--- src/cru_pkg.sv ---
// package for the crc unit: register offsets, field layout, reset values and polynomials
package cru_pkg;
  localparam logic [7:0] CRU_ADDR_RESULT_PORT = 8'h91;
  localparam logic [7:0] CRU_ADDR_CONTROL = 8'h92;
  localparam logic [7:0] CRU_ADDR_BYTE_INPUT = 8'h93;
  localparam logic [7:0] CRU_ADDR_BIT_REVERSE = 8'h95;
  localparam logic [7:0] CRU_ADDR_AUTO_SCAN = 8'h96;
  localparam logic [7:0] CRU_ADDR_SECTOR_COUNT = 8'h97;
  localparam int CRU_BIT_POLY_SEL = 4;
  localparam int CRU_BIT_INIT = 3;
  localparam int CRU_BIT_INIT_VAL = 2;
  localparam int CRU_BIT_AUTO_EN = 7;
  localparam int CRU_BIT_AUTO_DONE = 6;
  localparam logic [7:0] CRU_RST_CONTROL = 8'h00;
  localparam logic [7:0] CRU_RST_BYTE = 8'h00;
  localparam logic [5:0] CRU_RST_FIELD6 = 6'h00;
  localparam logic [31:0] CRU_RST_RESULT = 32'h00000000;
  localparam logic [31:0] CRU_PRESET_ZERO = 32'h00000000;
  localparam logic [31:0] CRU_PRESET_ONES = 32'hffffffff;
  localparam logic [31:0] CRU_POLY32_REFL = 32'hedb88320;
  localparam logic [15:0] CRU_POLY16 = 16'h1021;
  localparam int CRU_SECTOR_BYTES = 512;
  localparam int CRU_SECTOR_SHIFT = 9;

  typedef struct packed {
    logic poly_select;
    logic init_value_select;
    logic [1:0] result_byte_pointer;
  } cru_ctrl_type;

  typedef struct packed {
    logic wr;
    logic rd;
    logic [7:0] addr;
    logic [7:0] wdata;
  } cru_sfr_req_type;
endpackage

--- src/cru_unit.sv ---
// crc unit: byte-serial crc32/crc16 engine with automatic flash sector scan
//
// Contract
// each byte written to the input register is folded into the result at once
// software sets start sector, run enable, count, then writes control to start scan
// automatic mode treats each flash sector as 512 bytes
// processor execution is stalled until the whole scan has finished
// software clears run enable after a scan before reading the result
// result is 32 bits for poly select 0 and 16 bits for 1
// two-bit pointer picks the result byte and advances after each port access
// result holds until initialised, overwritten through the port or fed a byte
// control bits 7 to 5 read zero and ignore writes
// control bit 4 selects 32-bit 0x04C11DB7 or 16-bit 0x1021 polynomial
// writing one to control bit 3 loads the whole result with the preset
// control bit 2 chooses preset all-zeros or all-ones
// 32-bit mode: pointer 0..3 selects result bytes 0..3
// 16-bit mode: pointer 00 and 10 low byte, 01 and 11 high byte
// software follows the start write with a harmless 3-byte instruction
// 16-bit: xor byte into top bits, shift left eight times with polynomial
// 32-bit: xor byte into low byte, shift right eight times with 0xEDB88320
// scan starts at start sector times 512 and covers count sectors
// completion flag reads zero while scanning and one otherwise
// scan reads flash ascending through a read port into the same update logic
// stall is held from the start write until the final byte is folded
`timescale 1ns/10ps
module cru_unit
  import cru_pkg::*;
#(
  parameter int FLASH_ADDR_W = 15
) (
  input wire logic clk, // system clock
  input wire logic resetn, // asynchronous reset, active low
  input wire logic sfr_wr, // register write strobe
  input wire logic sfr_rd, // register read strobe
  input wire logic [7:0] sfr_addr, // register address
  input wire logic [7:0] sfr_wdata, // register write data
  output logic [7:0] sfr_rdata, // register read data
  output logic [FLASH_ADDR_W-1:0] flash_addr, // flash read address
  output logic flash_rd, // flash read request
  input wire logic [7:0] flash_rdata, // flash data, valid the cycle after flash_rd
  output logic cpu_stall // holds the processor during a scan
);

  typedef enum logic [1:0] {ST_IDLE, ST_FETCH, ST_FOLD} cru_state_type;

  cru_ctrl_type ctrl_ff;
  logic [31:0] result_ff;
  logic [7:0] byte_in_ff;
  logic [7:0] flip_ff;
  logic auto_en_ff;
  logic [5:0] start_sector_ff;
  logic [5:0] sector_count_ff;
  cru_state_type state_ff;
  logic [FLASH_ADDR_W-1:0] addr_ff;
  logic [FLASH_ADDR_W-1:0] last_addr_ff;
  logic [31:0] nxt_result;
  logic [7:0] port_byte;
  logic wr_ctrl;
  logic wr_in;
  logic wr_flip;
  logic wr_auto;
  logic wr_count;
  logic port_acc;
  logic scan_busy;

  function automatic logic [31:0] crc_fold(input logic [31:0] acc, input logic [7:0] din, input logic sel16);
    logic [31:0] a;
    logic [15:0] b;
    a = acc ^ {24'h000000, din};
    b = acc[15:0] ^ {din, 8'h00};
    for (int i = 0; i < 8; i++) begin
      a = a[0] ? ((a >> 1) ^ CRU_POLY32_REFL) : (a >> 1);
      b = b[15] ? ((b << 1) ^ CRU_POLY16) : (b << 1);
    end
    crc_fold = sel16 ? {16'h0000, b} : a;
  endfunction

  // one address compare shared by every strobe decode
  function automatic logic sfr_hit(input logic strobe, input logic [7:0] addr, input logic [7:0] target);
    sfr_hit = strobe && (addr == target);
  endfunction

  // byte lane picked by the pointer; 16-bit mode ignores pointer bit 1
  function automatic logic [1:0] lane(input logic [1:0] ptr, input logic sel16);
    lane = sel16 ? {1'b0, ptr[0]} : ptr;
  endfunction

  assign wr_ctrl = sfr_hit(sfr_wr, sfr_addr, CRU_ADDR_CONTROL);
  assign wr_in = sfr_hit(sfr_wr, sfr_addr, CRU_ADDR_BYTE_INPUT);
  assign wr_flip = sfr_hit(sfr_wr, sfr_addr, CRU_ADDR_BIT_REVERSE);
  assign wr_auto = sfr_hit(sfr_wr, sfr_addr, CRU_ADDR_AUTO_SCAN);
  assign wr_count = sfr_hit(sfr_wr, sfr_addr, CRU_ADDR_SECTOR_COUNT);
  assign port_acc = sfr_hit(sfr_wr || sfr_rd, sfr_addr, CRU_ADDR_RESULT_PORT);
  // stall comes straight from the state flop, so it rises the cycle after the start write
  assign scan_busy = (state_ff != ST_IDLE);
  assign cpu_stall = scan_busy;
  assign flash_rd = (state_ff == ST_FETCH);
  assign flash_addr = addr_ff;
  assign port_byte = result_ff[8*lane(ctrl_ff.result_byte_pointer, ctrl_ff.poly_select) +: 8];

  // control register; a write while scanning is impossible since the cpu is held
  always_ff @(posedge clk or negedge resetn) begin
    if (!resetn) begin
      ctrl_ff <= cru_ctrl_type'({CRU_RST_CONTROL[CRU_BIT_POLY_SEL], CRU_RST_CONTROL[CRU_BIT_INIT_VAL:0]});
    end else if (wr_ctrl) begin
      ctrl_ff.poly_select <= sfr_wdata[CRU_BIT_POLY_SEL];
      ctrl_ff.init_value_select <= sfr_wdata[CRU_BIT_INIT_VAL];
      ctrl_ff.result_byte_pointer <= sfr_wdata[1:0];
    end else if (port_acc) begin
      ctrl_ff.result_byte_pointer <= ctrl_ff.result_byte_pointer + 2'd1;
    end
  end

  // result: scan byte, init, software byte, port write; otherwise held
  always_comb begin
    nxt_result = result_ff;
    if (state_ff == ST_FOLD) begin
      nxt_result = crc_fold(result_ff, flash_rdata, ctrl_ff.poly_select);
    end else if (wr_ctrl && sfr_wdata[CRU_BIT_INIT]) begin
      nxt_result = sfr_wdata[CRU_BIT_INIT_VAL] ? CRU_PRESET_ONES : CRU_PRESET_ZERO;
    end else if (wr_in) begin
      nxt_result = crc_fold(result_ff, sfr_wdata, ctrl_ff.poly_select);
    end else if (sfr_wr && port_acc) begin
      nxt_result[8*lane(ctrl_ff.result_byte_pointer, ctrl_ff.poly_select) +: 8] = sfr_wdata;
    end
  end

  always_ff @(posedge clk or negedge resetn) begin
    if (!resetn) begin
      result_ff <= CRU_RST_RESULT;
    end else begin
      result_ff <= nxt_result;
    end
  end

  // input byte is kept only so software can read back what it wrote
  always_ff @(posedge clk or negedge resetn) begin
    if (!resetn) begin
      byte_in_ff <= CRU_RST_BYTE;
    end else if (wr_in) begin
      byte_in_ff <= sfr_wdata;
    end
  end

  // bit reverse helper is stored already flipped, so the read is a plain mux
  always_ff @(posedge clk or negedge resetn) begin
    if (!resetn) begin
      flip_ff <= CRU_RST_BYTE;
    end else if (wr_flip) begin
      flip_ff <= {<<{sfr_wdata}};
    end
  end

  // auto control: bit 6 is status only, so its write value is dropped
  always_ff @(posedge clk or negedge resetn) begin
    if (!resetn) begin
      auto_en_ff <= 1'b0;
      start_sector_ff <= CRU_RST_FIELD6;
    end else if (wr_auto) begin
      auto_en_ff <= sfr_wdata[CRU_BIT_AUTO_EN];
      start_sector_ff <= sfr_wdata[5:0];
    end
  end

  // a zero count is legal and simply starts nothing
  always_ff @(posedge clk or negedge resetn) begin
    if (!resetn) begin
      sector_count_ff <= CRU_RST_FIELD6;
    end else if (wr_count) begin
      sector_count_ff <= sfr_wdata[5:0];
    end
  end

  // scan sequencer: fetch one byte, fold it next cycle, step the address
  // addresses past the top of the flash window wrap; software keeps start plus count inside it
  always_ff @(posedge clk or negedge resetn) begin
    if (!resetn) begin
      state_ff <= ST_IDLE;
      addr_ff <= '0;
      last_addr_ff <= '0;
    end else begin
      case (state_ff)
        ST_IDLE: begin
          // a zero count covers nothing, so no stall is raised
          if (wr_ctrl && auto_en_ff && (sector_count_ff != 6'h00)) begin
            state_ff <= ST_FETCH;
            addr_ff <= FLASH_ADDR_W'({start_sector_ff, 9'h000});
            last_addr_ff <= FLASH_ADDR_W'((({6'h00, start_sector_ff} + {6'h00, sector_count_ff})
                            << CRU_SECTOR_SHIFT) - 1);
          end
        end
        ST_FETCH: state_ff <= ST_FOLD;
        ST_FOLD: begin
          if (addr_ff == last_addr_ff) begin
            state_ff <= ST_IDLE;
          end else begin
            addr_ff <= addr_ff + 1'b1;
            state_ff <= ST_FETCH;
          end
        end
        default: state_ff <= ST_IDLE;
      endcase
    end
  end

  // read data registered so it is a flop output; valid the cycle after sfr_rd
  always_ff @(posedge clk or negedge resetn) begin
    if (!resetn) begin
      sfr_rdata <= CRU_RST_BYTE;
    end else if (sfr_rd) begin
      case (sfr_addr)
        CRU_ADDR_RESULT_PORT: sfr_rdata <= port_byte;
        CRU_ADDR_CONTROL: sfr_rdata <= {3'b000, ctrl_ff.poly_select, 1'b0, ctrl_ff.init_value_select,
                                         ctrl_ff.result_byte_pointer};
        CRU_ADDR_BYTE_INPUT: sfr_rdata <= byte_in_ff;
        CRU_ADDR_BIT_REVERSE: sfr_rdata <= flip_ff;
        CRU_ADDR_AUTO_SCAN: sfr_rdata <= {auto_en_ff, !scan_busy, start_sector_ff};
        CRU_ADDR_SECTOR_COUNT: sfr_rdata <= {2'b00, sector_count_ff};
        default: sfr_rdata <= 8'h00;
      endcase
    end
  end

endmodule // cru_unit

--- config.mk ---
export PLATFORM = sky130hd
export DESIGN_NAME = cru_unit
export DESIGN_NICKNAME = d
export VERILOG_FILES = /design/src/cru_pkg.sv /design/src/cru_unit.sv
export SDC_FILE = /design/constraint.sdc
export NUM_CORES = 1
export LEC_CHECK = 0
export BUFFER_PORTS_ARGS = -buffer_cell sky130_fd_sc_hd__buf_4
export CORE_MARGIN = 1
export CORE_UTILIZATION = 50
export DETAILED_ROUTE_END_ITERATION = 16
export HOLD_SLACK_MARGIN = 0.15
export PLACE_DENSITY = 0.67
export REMOVE_ABC_BUFFERS = 1
export SETUP_SLACK_MARGIN = 0.15
export SYNTH_ARGS = -nofsm -noshare
export SYNTH_HDL_FRONTEND = slang
export SYNTH_SLANG_ARGS = --single-unit
export TNS_END_PERCENT = 50
--- constraint.sdc ---
create_clock -name clk -period 2.9 [get_ports clk]
set_input_delay 0.87 -clock clk [delete_from_list [all_inputs] [get_ports clk]]
set_output_delay 0.87 -clock clk [all_outputs]
set_load 0.02 [all_outputs]
==> results.txt <==
Syn Inst Count: 891
Die ar.: 16670 µm²
Worst EP required: 3.12 ns
Max-cap viol count: 0
Maximum VDD drop: 0.3583 mV
Post-synth ARST share: 1.000
Initial Util: 0.5104
Starting DRT DRC Count: 725
R2R Setup Slk: 0.27 ns
Slew HR: 0.4187
Seq cells post-synth: 97
RSZ-0062 raised after global routing: yes
Crit path DAT: 2.86 ns
Routability cong.: 1.005
Pre-CTS WS: -0.1964 ns
Clk pwr share: 0.216
WL per Instance: 21.95 µm
Outcome: completed
Core Region: 15830 µm²
Achievable Freq: 0.3788 GHz
Setup WS post-layout: 0.2602 ns
Post-DP HPWL: 20690 µm
Total negative slack: 0 ns
Vias in the first global route: 6957
Worst setup EP type: flop
Clock Pin Slew Worst Setup and Hold Paths: 0.07 ns
Layout Nets: 1050
Routed wire length: 27000 µm
Largest net degree at the start of global routing: 58
Inserted Clock Buffers: 9
I/O Pins: 53
Antenna diodes: 0
Synth top cells by count: xnor2_1, dfrtp_1, nand2_1
Layout cells sized above 1: 0.2318
1st-pass router iterations: 5
Via count: 7388
Global-route wire length before repair: 40800 µm
Hold Fails Final Rpt: 0
Reg power frac: 0.303
Post-DRT Antenna Nets: 0
Comb pwr share: 0.481
Clk_lat worst skew: 0.36 ns
WS Path Type: in2reg
Net Sw Power: 0.002145 W
Synth area leader: dfrtp_1
# Post-CTS Setup Buffers: 0
Sequential cell area fraction in the yosys report: 0.3005
Post-DR vias/cell: 6.007
Power Internal: 0.003438 W
Root buffer cell: clkbuf_16
Post-synth EDFFs: 0
Final period util: 0.9103
Top cell type's share of synthesized area: 0.3005
Measured slew at the worst slew-check pin: 0.8647 ns
Pins Over Slew Limit: 0
Clk sinks: 97
Die Wd: 129.1 µm
Total Routing Usage GR: 0.3344
Synth unique cells: 67
Pleak: 4.188 nW
GRT Residual Overflow: 0
Buffers on Ports: 52
Crit-path max FO: 5
Sw frac: 0.3843
Clk buf depth: 2
Post-Syn Area per Cell: 9.066 µm²
Main synth FF type: dfrtp_1
Synth warnings: 0
Most common cell in the netlist: xnor2_1
CTS tree: yes
Clock skew: 0.007039 ns
Final setup vio count: 0
FP Rows: 46
DRC: 0
CP Launch Type: input port
H-tree Lvls: 3
Power Density: 575.8 nW/µm²
CTS Hold Bufs: 0
Fin crit period: 2.640 ns
Worst hold path type: in2async
Ranking of synthesized cells by area: dfrtp_1, xnor2_1, xor2_1
Initial antenna violation count: 0
Netlist Area Pre-Place: 8078 µm²
Chip Height: 129.1 µm
Area Overhead vs Synth: 20.03%
==> power groups by stage <==
stage | clock network (W) | logic, W | registers [W]
3_5_place_dp | 0 | 0.00266 | 0.00171
4_1_cts | 0.00122 | 0.00267 | 0.00168
5_1_grt | 0.00127 | 0.00288 | 0.00169
6_report | 0.00121 | 0.00269 | 0.00169
3_3_place_gp | 0 | 0.00263 | 0.00170
2_1_floorplan | 0 | 0.00182 | 0.00165
==> critical path, cell delays in order <==
cell	delay, ns
buf_4	0.11
or4bb_1	0.52
or3_1	0.53
buf_4	0.20
and2_1	0.20
a221oi_1	0.32
o32ai_1	0.11
==> timing repair <==
action                     CTS  global route
setup endpoints to repair    2             6
pin swaps                    0             0
gates resized for setup      1             1
==> placed cells by master, fill, tap and decap left out, drive strengths merged, types with 7 or more instances in the layout <==
cell,count
buf,166
xnor2,151
dfrtp,97
nand2,85
nor2,68
xor2,54
a21oi,50
o21ai,48
mux2,25
nand3,24
mux2i,20
a31oi,17
nor3,17
inv,15
ha,12
clkbuf,12
a211oi,10
a221oi,10
xnor3,8
mux4,8
nand2b,7
a21o,7
and3,7
o22ai,7
==> worst paths after layout <==
| path | from | to | cells after the start |
|---|---|---|---|
| max in group asynchronous | resetn | flash_addr[7]$_DFFE_PN0P_ | 2 |
| hold / removal | resetn | flash_addr[13]$_DFFE_PN0P_ | 1 |
| setup reg to reg | sector_count_ff[5]$_DFFE_PN0P_ | flash_addr[14]$_DFFE_PN0P_ | 6 |
| hold reg to reg | byte_in_ff[4]$_DFFE_PN0P_ | byte_in_ff[4]$_DFFE_PN0P_ | 2 |
| min in group clk | byte_in_ff[4]$_DFFE_PN0P_ | byte_in_ff[4]$_DFFE_PN0P_ | 2 |
| setup / recovery | sfr_addr[5] | result_ff[19]$_DFFE_PN0P_ | 7 |
==> metrics by stage <==
step | total power (W) | std cells | utilization | hold WS, ns | area, µm²
after global routing | 0.005842 | 1230 | 0.6126 | 0.4995 | 9696
after global placement | 0.004338 | 1214 | 0.5937 | 0.4698 | 9397
after detailed placement | 0.004360 | 1214 | 0.5937 | 0.4703 | 9397
after floorplan | 0.003466 | 832 | - | 0.4450 | 7836
after CTS | 0.005562 | 1230 | 0.6124 | 0.4871 | 9693
final | 0.005583 | 1230 | 0.6126 | 0.4780 | 9696
==> routing by layer <==
metal  up-vias  GRT usage  share of wire
met4         0     0.1599          0.041
met2       396     0.5307           0.46
met1      3548     0.4442           0.42
met3        75    0.05698          0.079
met5         -          0              0
li1       3369          -              -
==> area by class of cell <==
cell class	instances	area [µm²]
clock inverters	4	33.78
fillers	1401	6132
flip-flops and latches	97	2429
multi-input cells	722	5374
well taps	216	270.3
repair buffers	166	1284
clock buffers	12	256.5
inverters	13	48.80
==> kinds of logic after synthesis <==
group | share of synthesized area
AOI/OAI and AO/OA | 0.1550
xor gates and xnor gates | 0.2644
adders and majority gates | 0.02107
buffers and inverters | 0.03594
DFF | 0.3005
muxes | 0.08194
and+or+nand+nor | 0.1411
==> registers in the layout (all words and copies together) (netlist names) <==
signal / count
auto_en_ff: 1
byte_in_ff: 8
ctrl_ff: 4
flash_addr: 15
flip_ff: 8
last_addr_ff: 7
result_ff: 32
sector_count_ff: 6
sfr_rdata: 8
start_sector_ff: 6
state_ff: 2
(Power assumes the default switching activity.)
